$ cat src/core/pmd_pkg.sv
/*
 * Package for the peripheral module disable block: register offset, bit
 * positions, reset value and the carrier types shared by the design.
 * Assumes a single 40 MHz system clock and a synchronous active-low reset.
 */
// Operation
// - Every disable bit is clear after any reset; all modules start enabled.
// - A set disable bit stops clock enable and control inputs to that module.
// - Writes to a disabled module's registers are dropped.
// - A disabled module is held in reset and its register reads return zero.
// - Clearing a bit returns the module in its reset state.
// - A re-enabled module may need up to one instruction cycle to become active.
// - Disabling a module also disables its pin-routing select registers.
// - System-clock gate bit blocks peripheral system clock; other peripherals unaffected.
// - Bit 1 set disables clock reference output; clear leaves it enabled.
package pmd_pkg;

    // ----------------------------------------------------------------
    // Register map
    // ----------------------------------------------------------------
    localparam int          ADDR_W                  = 8;
    localparam int          DATA_W                  = 8;
    localparam logic [7:0]  PERIPHERAL_DISABLE_CONTROL_ZERO_OFS = 8'h00;
    localparam logic [7:0]  PERIPHERAL_DISABLE_CONTROL_ZERO_RST = 8'h00;
    localparam logic [7:0]  PERIPHERAL_DISABLE_CONTROL_ZERO_MSK = 8'hC7;

    // ----------------------------------------------------------------
    // Bit positions
    // ----------------------------------------------------------------
    localparam int          SYSTEM_CLOCK_GATE_BIT      = 7;
    localparam int          VOLTAGE_REFERENCE_OFF_BIT  = 6;
    localparam int          NONVOLATILE_ACCESS_OFF_BIT = 2;
    localparam int          CLOCK_REFERENCE_OFF_BIT    = 1;
    localparam int          PIN_CHANGE_DETECT_OFF_BIT  = 0;

    // ----------------------------------------------------------------
    // Module indices and timing
    // ----------------------------------------------------------------
    localparam int          NUM_MODULES   = 5;
    localparam int          MOD_PERIPHERAL_SYSTEM_CLOCK    = 0;
    localparam int          MOD_VREF      = 1;
    localparam int          MOD_NVM       = 2;
    localparam int          MOD_CLKREF    = 3;
    localparam int          MOD_PINCHG    = 4;
    localparam int          CLK_PERIOD_NS = 25;
    localparam int          INSTR_CYCLE_NS = 100;
    localparam int          WAKE_CYCLES   = (INSTR_CYCLE_NS + CLK_PERIOD_NS - 1) / CLK_PERIOD_NS;

    // Register-port request toward this block
    typedef struct packed {
        logic              wr;
        logic              rd;
        logic [ADDR_W-1:0] addr;
        logic [DATA_W-1:0] wdata;
    } reg_req_type;

    // Per-module gating controls
    typedef struct packed {
        logic [NUM_MODULES-1:0] clk_en;
        logic [NUM_MODULES-1:0] hold_rst;
        logic [NUM_MODULES-1:0] active;
    } gate_type;

endpackage : pmd_pkg

$ cat src/core/pmd_wake.sv
/*
 * Per-module wake delay: after a module is re-enabled, its active flag
 * rises only after a fixed count of clocks, modelling the settling time.
 * Assumes the disable level is synchronous to clk_i.
 */
`timescale 1ns/1ps
module pmd_wake #(
    parameter int CYCLES = 4
) (
    input  wire logic clk_i,
    input  wire logic rst_n_i,
    input  wire logic disable_i,
    output logic      active_o
);
    import pmd_pkg::*;

    localparam int CW = $clog2(CYCLES + 1);

    // Elaboration check: a zero count would let a unit wake with no settling
    if (CYCLES < 1) begin : g_bad_cycles
        $error("pmd_wake: CYCLES must be at least 1");
    end

    logic [CW-1:0] cnt_ff;
    logic [CW-1:0] nxt_cnt;

    // ----------------------------------------------------------------
    // Settling counter
    // ----------------------------------------------------------------
    // Counter restarts on every disable so a short enable pulse cannot wake early
    always_comb begin
        nxt_cnt = cnt_ff;
        if (disable_i) begin
            nxt_cnt = '0;
        end else if (cnt_ff != CW'(CYCLES)) begin
            nxt_cnt = cnt_ff + CW'(1);
        end
    end

    always_ff @(posedge clk_i) begin
        if (!rst_n_i) begin
            cnt_ff <= '0;
        end else begin
            cnt_ff <= nxt_cnt;
        end
    end

    // Active only once the full settling count has passed
    assign active_o = !disable_i && (cnt_ff == CW'(CYCLES));

    wake_bound_a: assert property (@(posedge clk_i) disable iff (!rst_n_i)
        $fell(disable_i) |-> !active_o [*4]) else $error("woke too early");

endmodule : pmd_wake

$ cat src/core/peripheral_module_disable.sv
/*
 * Peripheral module disable control: one software register whose bits cut
 * clock enables, hold resets and fence the register and pin-routing access of
 * five peripheral groups. Assumes a plain register port, one clock, and that
 * the peripherals' own register ports pass through this block.
 */
`timescale 1ns/1ps
module peripheral_module_disable #(
    parameter int WAKE = pmd_pkg::WAKE_CYCLES
) (
    input  wire logic                                   clk_i,
    input  wire logic                                   rst_n_i,
    // Register port for the control register
    input  wire logic [pmd_pkg::ADDR_W-1:0]             addr_i,
    input  wire logic [pmd_pkg::DATA_W-1:0]             wdata_i,
    input  wire logic                                   wr_i,
    input  wire logic                                   rd_i,
    output logic      [pmd_pkg::DATA_W-1:0]             rdata_o,
    // Peripheral register access pass-through, one strobe per module
    input  wire logic [pmd_pkg::NUM_MODULES-1:0]        per_wr_i,
    input  wire logic [pmd_pkg::NUM_MODULES-1:0]        per_rd_i,
    input  wire logic [pmd_pkg::NUM_MODULES*8-1:0]      per_rdata_i,
    output logic      [pmd_pkg::NUM_MODULES-1:0]        per_wr_o,
    output logic      [pmd_pkg::NUM_MODULES*8-1:0]      per_rdata_o,
    // Pin-routing select register write strobes per module
    input  wire logic [pmd_pkg::NUM_MODULES-1:0]        route_wr_i,
    output logic      [pmd_pkg::NUM_MODULES-1:0]        route_wr_o,
    output logic      [pmd_pkg::NUM_MODULES-1:0]        route_en_o,
    // Gating toward the peripherals
    output logic      [pmd_pkg::NUM_MODULES-1:0]        clk_en_o,
    output logic      [pmd_pkg::NUM_MODULES-1:0]        hold_rst_o,
    output logic      [pmd_pkg::NUM_MODULES-1:0]        active_o,
    output logic                                        peripheral_system_clock_gate_o
);
    import pmd_pkg::*;

    // Elaboration check: a zero wake count would skip the settling time
    if (WAKE < 1) begin : g_bad_wake
        $error("WAKE must be at least 1");
    end

    // Mask of writable bits, also the read mask
    function automatic logic [7:0] legal_bits(input logic [7:0] v);
        legal_bits = v & PERIPHERAL_DISABLE_CONTROL_ZERO_MSK;
    endfunction : legal_bits

    // ----------------------------------------------------------------
    // Control register
    // ----------------------------------------------------------------
    reg_req_type req;
    logic [7:0]  ctrl_ff;
    logic [7:0]  nxt_ctrl;
    logic [7:0]  rdata_ff;
    logic [7:0]  nxt_rdata;
    logic        hit;

    assign req = '{wr: wr_i, rd: rd_i, addr: addr_i, wdata: wdata_i};
    assign hit = (req.addr == PERIPHERAL_DISABLE_CONTROL_ZERO_OFS);

    // Write takes effect on the next edge; unused bits never store
    always_comb begin
        nxt_ctrl = ctrl_ff;
        if (req.wr && hit) begin
            nxt_ctrl = legal_bits(req.wdata);
        end
        nxt_rdata = 8'h00;
        if (req.rd && hit) begin
            nxt_rdata = legal_bits(ctrl_ff);
        end
    end

    // Unmapped reads return zero
    always_ff @(posedge clk_i) begin
        if (!rst_n_i) begin
            ctrl_ff  <= PERIPHERAL_DISABLE_CONTROL_ZERO_RST;
            rdata_ff <= 8'h00;
        end else begin
            ctrl_ff  <= nxt_ctrl;
            rdata_ff <= nxt_rdata;
        end
    end

    assign rdata_o = rdata_ff;

    // ----------------------------------------------------------------
    // Per-module gating
    // ----------------------------------------------------------------
    logic [NUM_MODULES-1:0] dis;
    gate_type               gate;

    // Map register bits onto module slots
    always_comb begin
        dis             = '0;
        dis[MOD_PERIPHERAL_SYSTEM_CLOCK] = ctrl_ff[SYSTEM_CLOCK_GATE_BIT];
        dis[MOD_VREF]   = ctrl_ff[VOLTAGE_REFERENCE_OFF_BIT];
        dis[MOD_NVM]    = ctrl_ff[NONVOLATILE_ACCESS_OFF_BIT];
        dis[MOD_CLKREF] = ctrl_ff[CLOCK_REFERENCE_OFF_BIT];
        dis[MOD_PINCHG] = ctrl_ff[PIN_CHANGE_DETECT_OFF_BIT];
    end

    // Wake delay per module; enable waits so software sees a settled unit
    for (genvar m = 0; m < NUM_MODULES; m++) begin : g_wake
        pmd_wake #(
            .CYCLES (WAKE)
        ) u_wake (
            .clk_i     (clk_i),
            .rst_n_i   (rst_n_i),
            .disable_i (dis[m]),
            .active_o  (gate.active[m])
        );
    end

    // Clock enable cut and reset held while the bit is set
    assign gate.clk_en   = ~dis;
    assign gate.hold_rst = dis;

    assign clk_en_o      = gate.clk_en;
    assign hold_rst_o    = gate.hold_rst;
    assign active_o      = gate.active;
    // Only the system clock network is cut here; other modules keep their clocks
    assign peripheral_system_clock_gate_o = dis[MOD_PERIPHERAL_SYSTEM_CLOCK];

    // ----------------------------------------------------------------
    // Register access fencing
    // ----------------------------------------------------------------
    logic [NUM_MODULES*8-1:0] per_rdata_ff;
    logic [NUM_MODULES*8-1:0] nxt_per_rdata;

    // Read data registered; a disabled module returns zero
    always_comb begin
        nxt_per_rdata = '0;
        for (int m = 0; m < NUM_MODULES; m++) begin
            if (per_rd_i[m] && !dis[m]) begin
                nxt_per_rdata[m*8 +: 8] = per_rdata_i[m*8 +: 8];
            end
        end
    end

    always_ff @(posedge clk_i) begin
        if (!rst_n_i) begin
            per_rdata_ff <= '0;
        end else begin
            per_rdata_ff <= nxt_per_rdata;
        end
    end

    assign per_rdata_o = per_rdata_ff;
    assign per_wr_o    = per_wr_i & ~dis;
    assign route_wr_o  = route_wr_i & ~dis;
    assign route_en_o  = ~dis;

    // ----------------------------------------------------------------
    // Checks
    // ----------------------------------------------------------------
    // Reset: control and both read-data registers come up clear
    reset_clear_a: assert property (@(posedge clk_i)
        !rst_n_i |=> ctrl_ff == 8'h00) else $error("control not cleared by reset");
    reset_rdata_a: assert property (@(posedge clk_i)
        !rst_n_i |=> rdata_o == 8'h00 && per_rdata_o == '0)
        else $error("read data not cleared by reset");

    // Gating follows the register from the write edge onward
    gate_follow_a: assert property (@(posedge clk_i) disable iff (!rst_n_i)
        wr_i && hit |=> clk_en_o == ~hold_rst_o && hold_rst_o[MOD_CLKREF] == $past(wdata_i[1]))
        else $error("gating does not follow write");
    // A unit whose clock is cut must never report itself active
    active_gate_a: assert property (@(posedge clk_i) disable iff (!rst_n_i)
        (active_o & ~clk_en_o) == '0) else $error("disabled unit shows active");

    // Write strobes: fenced while disabled, passed while enabled
    write_fence_a: assert property (@(posedge clk_i) disable iff (!rst_n_i)
        hold_rst_o[MOD_NVM] |-> !per_wr_o[MOD_NVM]) else $error("write passed to disabled unit");
    wr_pass_a: assert property (@(posedge clk_i) disable iff (!rst_n_i)
        per_wr_i[MOD_CLKREF] && !hold_rst_o[MOD_CLKREF] |-> per_wr_o[MOD_CLKREF])
        else $error("write lost on enabled unit");

    // Reads: zero from a disabled unit, the unit's byte otherwise
    read_zero_a: assert property (@(posedge clk_i) disable iff (!rst_n_i)
        per_rd_i[MOD_VREF] && hold_rst_o[MOD_VREF] |=> per_rdata_o[15:8] == 8'h00)
        else $error("disabled unit read not zero");
    nvm_read_zero_a: assert property (@(posedge clk_i) disable iff (!rst_n_i)
        per_rd_i[MOD_NVM] && hold_rst_o[MOD_NVM] |=> per_rdata_o[23:16] == 8'h00)
        else $error("disabled memory read not zero");
    read_pass_a: assert property (@(posedge clk_i) disable iff (!rst_n_i)
        per_rd_i[MOD_PINCHG] && !hold_rst_o[MOD_PINCHG] |=> per_rdata_o[39:32] == $past(per_rdata_i[39:32]))
        else $error("enabled unit read lost");

    // Pin routing goes down together with its module
    route_fence_a: assert property (@(posedge clk_i) disable iff (!rst_n_i)
        hold_rst_o[MOD_PINCHG] |-> !route_wr_o[MOD_PINCHG] && !route_en_o[MOD_PINCHG])
        else $error("routing not disabled");
    route_follow_a: assert property (@(posedge clk_i) disable iff (!rst_n_i)
        route_en_o == clk_en_o) else $error("routing enable differs from clock enable");

    // System clock cut and clock reference bit
    peripheral_system_clock_gate_a: assert property (@(posedge clk_i) disable iff (!rst_n_i)
        wr_i && hit && wdata_i[7] |=> peripheral_system_clock_gate_o) else $error("peripheral_system_clock not gated");
    peripheral_system_clock_only_a: assert property (@(posedge clk_i) disable iff (!rst_n_i)
        peripheral_system_clock_gate_o == hold_rst_o[MOD_PERIPHERAL_SYSTEM_CLOCK]) else $error("peripheral_system_clock gate on wrong slot");
    clkref_follow_a: assert property (@(posedge clk_i) disable iff (!rst_n_i)
        wr_i && hit |=> clk_en_o[MOD_CLKREF] == !$past(wdata_i[CLOCK_REFERENCE_OFF_BIT]))
        else $error("clock reference enable wrong");

    // Register port: masked storage, unmapped writes dropped, reads one cycle
    reserved_zero_a: assert property (@(posedge clk_i) disable iff (!rst_n_i)
        rd_i && hit |=> rdata_o[5:3] == 3'h0 && rdata_o == $past(ctrl_ff))
        else $error("read mismatch");
    ctrl_mask_a: assert property (@(posedge clk_i) disable iff (!rst_n_i)
        (ctrl_ff & ~PERIPHERAL_DISABLE_CONTROL_ZERO_MSK) == 8'h00) else $error("unused control bits stored");
    unmapped_keep_a: assert property (@(posedge clk_i) disable iff (!rst_n_i)
        wr_i && !hit |=> ctrl_ff == $past(ctrl_ff)) else $error("unmapped write stored");
    rdata_idle_a: assert property (@(posedge clk_i) disable iff (!rst_n_i)
        !(rd_i && hit) |=> rdata_o == 8'h00) else $error("read data outside read cycle");

    // Re-enable starts from reset, never instantly active
    reenable_rst_a: assert property (@(posedge clk_i) disable iff (!rst_n_i)
        $fell(hold_rst_o[MOD_NVM]) |-> !active_o[MOD_NVM] ##1 !active_o[MOD_NVM])
        else $error("re-enable not from reset");

    // Main scenarios worth seeing at least once
    disable_cov_c: cover property (@(posedge clk_i) disable iff (!rst_n_i) $rose(hold_rst_o[MOD_CLKREF]));
    reenable_cov_c: cover property (@(posedge clk_i) disable iff (!rst_n_i) $rose(active_o[MOD_NVM]));
    fenced_rd_cov_c: cover property (@(posedge clk_i) disable iff (!rst_n_i) per_rd_i[MOD_VREF] && dis[MOD_VREF]);
    unmapped_wr_cov_c: cover property (@(posedge clk_i) disable iff (!rst_n_i) wr_i && !hit);
    clkref_back_cov_c: cover property (@(posedge clk_i) disable iff (!rst_n_i) $fell(hold_rst_o[MOD_CLKREF]));

endmodule : peripheral_module_disable

$ cat config.mk
export PLATFORM = sky130hd
export DESIGN_NAME = peripheral_module_disable
export DESIGN_NICKNAME = d
export VERILOG_FILES = /design/src/core/pmd_pkg.sv /design/src/core/pmd_wake.sv /design/src/core/peripheral_module_disable.sv
export SDC_FILE = /design/constraint.sdc
export NUM_CORES = 1
export LEC_CHECK = 0
export BUFFER_PORTS_ARGS = -buffer_cell sky130_fd_sc_hd__buf_2
export CAP_MARGIN = 20
export CELL_PAD_IN_SITES_DETAIL_PLACEMENT = 1
export CELL_PAD_IN_SITES_GLOBAL_PLACEMENT = 1
export CORE_MARGIN = 3
export CORE_UTILIZATION = 32
export DETAILED_ROUTE_END_ITERATION = 10
export HOLD_SLACK_MARGIN = 0.12
export PLACE_DENSITY = 0.83
export SYNTH_ARGS = -nofsm -noshare
export SYNTH_HDL_FRONTEND = slang
export SYNTH_SLANG_ARGS = --single-unit
$ cat constraint.sdc
create_clock -name clk_i -period 2.2 [get_ports clk_i]
set_input_delay 0.44 -clock clk_i [delete_from_list [all_inputs] [get_ports clk_i]]
set_output_delay 0.44 -clock clk_i [all_outputs]
set_load 0.005 [all_outputs]
# ---- Word level (Yosys, flattened, before mapping)
# Index checks and enable logic that the tools add are counted.
dict set report totals {
  regBits 68
  latchBits 0
  mem_bits_rw 0
  romBits 0
  input_bits 75
  elab_cells 61
  mem_count 0
}
dict set report op_classes {
  addsub 5
  mul 0
  n_div 0
  order_cmp 0
  eq_ne 10
  n_shift 0
  n_mux 0
  bitwise 4
  reduce_logical 29
}
# op count
set op_table {}
lappend op_table {{3-bit by 1-bit adder with 3-bit output (second input constant)} 5}
lappend op_table {{3-bit == test (second input constant)} 5}
lappend op_table {{3-bit inequality test (second input constant)} 5}
lappend op_table {{1-bit logical AND} 12}
lappend op_table {{2-bit AND reduction} 6}
lappend op_table {{5-bit bitwise AND} 2}
lappend op_table {{2-bit OR reduction} 5}
lappend op_table {{8-bit zero test} 1}
lappend op_table {{1-bit zero test} 5}
lappend op_table {{5-bit NOT} 1}
lappend op_table {{1-bit NOT} 1}

# ---- Depth between registers and ports, before layout
dict set report depth {
  depth_word 3
  ltp_mapped 5
  mapped_depth_nobuf 5
}

# ---- By module
# A second synthesis with hierarchy kept.
dict set report unflattened {
  hier_cells 243
  hier_area_um2 2453.6
}
# module n_inst cells_each area_per_inst_um2 seq_area_each_um2
set by_module_without_submodules {}
lappend by_module_without_submodules {peripheral_module_disable 1 148 1615.3 1001.0}
lappend by_module_without_submodules {pmd_wake 5 19 167.7 60.1}

# ---- Worst setup path before layout
# OpenSTA, ideal clock, no wires.
dict set report synth_path {
  path_kind {input to register}
  from {input addr_i[5] (netlist bit)}
  to {register ctrl_ff[0]}
  setup_ns 0.072
  arrival_ns 1.576
  slack_ns 0.552
  stages 4
  n_path_buf 1
  path_cell_list {or4_4 > buf_6 > nor3_4 > mux2i_1}
}
dict set report synth_between {
  elab_chain_cells 2
}
# element line
set synth_rtl {}
lappend synth_rtl {{start: declaration} peripheral_module_disable.sv:14} ;# input wire logic [pmd_pkg::ADDR_W-1:0] addr_i,
lappend synth_rtl {{8-bit zero test} peripheral_module_disable.sv:58} ;# assign hit = (req.addr == PERIPHERAL_DISABLE_CONTROL_ZERO_OFS);
lappend synth_rtl {{1-bit logical AND} peripheral_module_disable.sv:63} ;# if (req.wr && hit) begin
lappend synth_rtl {{end signal: assignment} peripheral_module_disable.sv:78} ;# ctrl_ff <= nxt_ctrl;
lappend synth_rtl {{end: declaration} peripheral_module_disable.sv:51} ;# logic [7:0] ctrl_ff;
# Every way passes these cells.
# A chain may end at the register's enable or synchronous reset.

# ---- Worst setup path in the final report
dict set report layout_path {
  from {register g_wake[4].u_wake.cnt_ff[0]}
  to {output active_o[4] (netlist bit)}
}
dict set report layout_between {
  elab_chain_cells 2
}
# element line
set layout_rtl {}
lappend layout_rtl {{start: declaration} pmd_wake.sv:24} ;# logic [CW-1:0] cnt_ff;
lappend layout_rtl {{start signal: assignment} pmd_wake.sv:44} ;# cnt_ff <= nxt_cnt;
lappend layout_rtl {{3-bit == test} pmd_wake.sv:49} ;# assign active_o = !disable_i && (cnt_ff == CW'(CYCLES));
lappend layout_rtl {{1-bit logical AND} pmd_wake.sv:49}
lappend layout_rtl {{end: declaration} peripheral_module_disable.sv:32} ;# output logic [pmd_pkg::NUM_MODULES-1:0] active_o,
# Every way passes these cells.

==> metrics.yaml <==
outcome:
  status: "finished clean"
global_route:
  grt_pass1_vias: 2093
  grt_overflow_total: 0
  antenna_found_initial: 0
  use_met3_pct: 4.39
  busiest_layer: "met2"
  grtUsageMet1_pct: 17.1
  grt_max_degree: 22
  grt_pass1_wl_mm: 9.84
  grt_use_met2_pct: 25.8
  track_usage_pct: 14.7
logic_synthesis:
  synthXorXnorAreaFrac_pct: 1.81
  syn-instance-count: 253
  ys_ff_latch: 65
  synthSimpleGateAreaFrac_pct: 27.0
  synth_area_um2: 2420
  yosys.area_share.adder_pct: 5.17
  synth_top_family_by_area: "simple AND/OR/NAND/NOR gates"
  yosysSeqAreaShare_pct: 53.8
  avgSynthCellArea_um2: 9.56
  ys_warn_count: 0
  synth_compound_area_share_pct: 1.03
  synth_cell_types: 22
  synthMuxAreaShare_pct: 2.07
floorplan:
  die_area_um2: 8640
  coreArea_um2: 7290
  rows: 31
  start_util_pct: 33.2
  dieHeight_um: 92.9
  io-pin-count: 154
  die_w_um: 92.9
clock_network:
  cts_buffers: 9
  cts.repair.resized: 0
  cts.sinks: 65
  clk_pin_slew_worst_paths_ns: 0.07
  clockBufferDepth: 2
  holdBufCountCts: 0
  cts_root_buf: "clkbuf_8"
  cts_setup_buffers: 0
  htreeDepth: 3
  insertion_delay_ns: 0.33
  cts_tree: "built"
timing:
  final_max_slew_viol_count: 0
  setup_viol: 0
  finClkSkew_ns: 0.00389
  hold_violations: 0
  period_needed_ns: 1.77
  hold_ws_ns: 0.307
  finalSetupTns_ns: 0
  grt_setup_unrepaired: "no"
  fmax_mhz: 566
  layout_setup_ws_ns: 0.433
  fin_crit_sh_pct: 80.3
worst_setup_path:
  rr_endpoint: "per_rdata_o[27]$_SDFF_PN0_"
  cp_cell_sequence: "inv_1 > ha_1 > nand2_1 > nor2_1 > buf_2"
  cp_slowest_cell: "dfxtp_1"
  worstSetupPathType: "reg -> out"
  r2r_slack_ns: 1.08
  required_ns: 1.76
  start_kind: "register"
  worstSetupEndpointType: "output pin"
  reg2reg_depth: 3
  cpPeakStageDelay_ns: 0.37
  crit_fanout: 3
  rr_startpoint: "ctrl_ff[1]$_SDFFE_PN0P_"
  cp_data_arrival_time_ns: 1.33
power:
  powerDensity_nw_per_um2: 807
  leakagePower_nw: 1.73
  total_power_mw: 2.71
  peakVddDrop_mv: 0.359
layout:
  fin_util_pct: 46.0
  n_fill_cell: 897
  fin_area_um2: 3360
  area_delta_synth_final_pct: 38.7
  final_nets: 476
  drive_gt1_share_pct: 42.2
  multi_input_area_um2: 907
  seq_area_um2: 1300
  most-common-layout-cells: "buf_2 (147), dfxtp_1 (65), and2_1 (40)"
  antenna-diode-count: 0
  final_common_cell: "buf_2"
  final_cells: 495
drt:
  dr.pass1.iters: 2
  drc: 0
  num_vias: 2077
  drt_first_iter_violations: 39
  drtAntennaViolNets: 0
  post_drt_wl_per_cell_um: 12.7
  vias_per_cell: 4.20
  wirelength_mm: 6.31
run:
  maxCapViolCount: 0
hold_path:
  hold_path.class: "in -> reg"
  worstHoldStart: "per_rdata_i[36]"
  hold-path-endpoint: "per_rdata_o[36]$_SDFF_PN0_"
  hold_depth: 2
placed_design:
  dp_hpwl_mm: 5.14
  globalplace.congestion: 0.717
  post_dp_cell_area_um2: 3130
  dp_cells: 479
  io_buffers: 147
  post-place-ws_ns: 0.297
## layout make-up
| class | instances | share of cell area [%] |
|---|---|---|
| flip-flops and latches | 65 | 38.8 |
| well taps | 99 | 3.69 |
| clock inverters | 6 | 2.68 |
| repair buffers | 147 | 21.9 |
| inverters | 16 | 1.79 |
| multi-input cells | 152 | 27.0 |
| clock buffers | 10 | 4.10 |
## power by group
part / switching [mW] / internal, mW / total (mW) / leakage [nW]
sequential: 0.0398 / 1.24 / 1.28 / 0.533
clock: 0.463 / 0.673 / 1.14 / 0.113
combinational: 0.137 / 0.153 / 0.289 / 1.08
## sequential cells by signal, indices dropped and copies added, names as in the netlist
register,cells
ctrl_ff,5
g_wake.u_wake.cnt_ff,15
per_rdata_o,40
rdata_o,5
## worst max-delay path by stage
stage,start,end,slack [ns],cells after the start
2_1_floorplan,addr_i[5],ctrl_ff[0]$_SDFFE_PN0P_,0.55,4
3_3_place_gp,addr_i[1],ctrl_ff[0]$_SDFFE_PN0P_,0.34,4
3_5_place_dp,addr_i[1],ctrl_ff[7]$_SDFFE_PN0P_,0.30,4
4_1_cts,g_wake[4].u_wake.cnt_ff[0]$_SDFFE_PP0P_,active_o[4],0.40,5
5_1_grt,g_wake[0].u_wake.cnt_ff[0]$_SDFFE_PP0P_,active_o[0],0.33,5
6_report,g_wake[4].u_wake.cnt_ff[0]$_SDFFE_PP0P_,active_o[4],0.43,5
## synth_stat cells, drive strengths merged
| cell | count | share of area [%] |
|---|---|---|
| nor3 | 6 | 1.7 |
| buf | 19 | 6.1 |
| and2 | 40 | 10 |
| nand3 | 5 | 1.0 |
| nor2b | 10 | 2.6 |
| clkbuf | 3 | 0.47 |
| xnor2 | 5 | 1.8 |
| or4 | 2 | 0.78 |
| conb | 1 | 0.16 |
| a21oi | 5 | 1.0 |
| inv | 16 | 2.5 |
| and3 | 5 | 1.3 |
| nor4 | 5 | 1.3 |
| nand2 | 31 | 4.8 |
| ha | 10 | 5.2 |
| nor2 | 20 | 3.1 |
| mux2i | 5 | 2.1 |
| dfxtp | 65 | 54 |
## critical path: cells and delay by family, from the launching register on
kind          cells  cell delay [ns]
flops             1             0.37
buf+inv           2             0.20
simple gates      2             0.19
fa+ha+maj         1             0.23
## logic make-up after synthesis
group,count (synthesis)
adders and majority gates,10
buffers and inverters,38
and+or+nand+nor,124
muxes,5
AOI/OAI and AO/OA,5
xor gates and xnor gates,5
other,1
DFF,65
## metal layers
metal / vias up / wire length [µm]
li1: 1054 / -
met1: 925 / 2700
met2: 92 / 3090
met3: 6 / 460
met4: 0 / 60
met5: - / 0
Power figures use the tool's default switching activity.
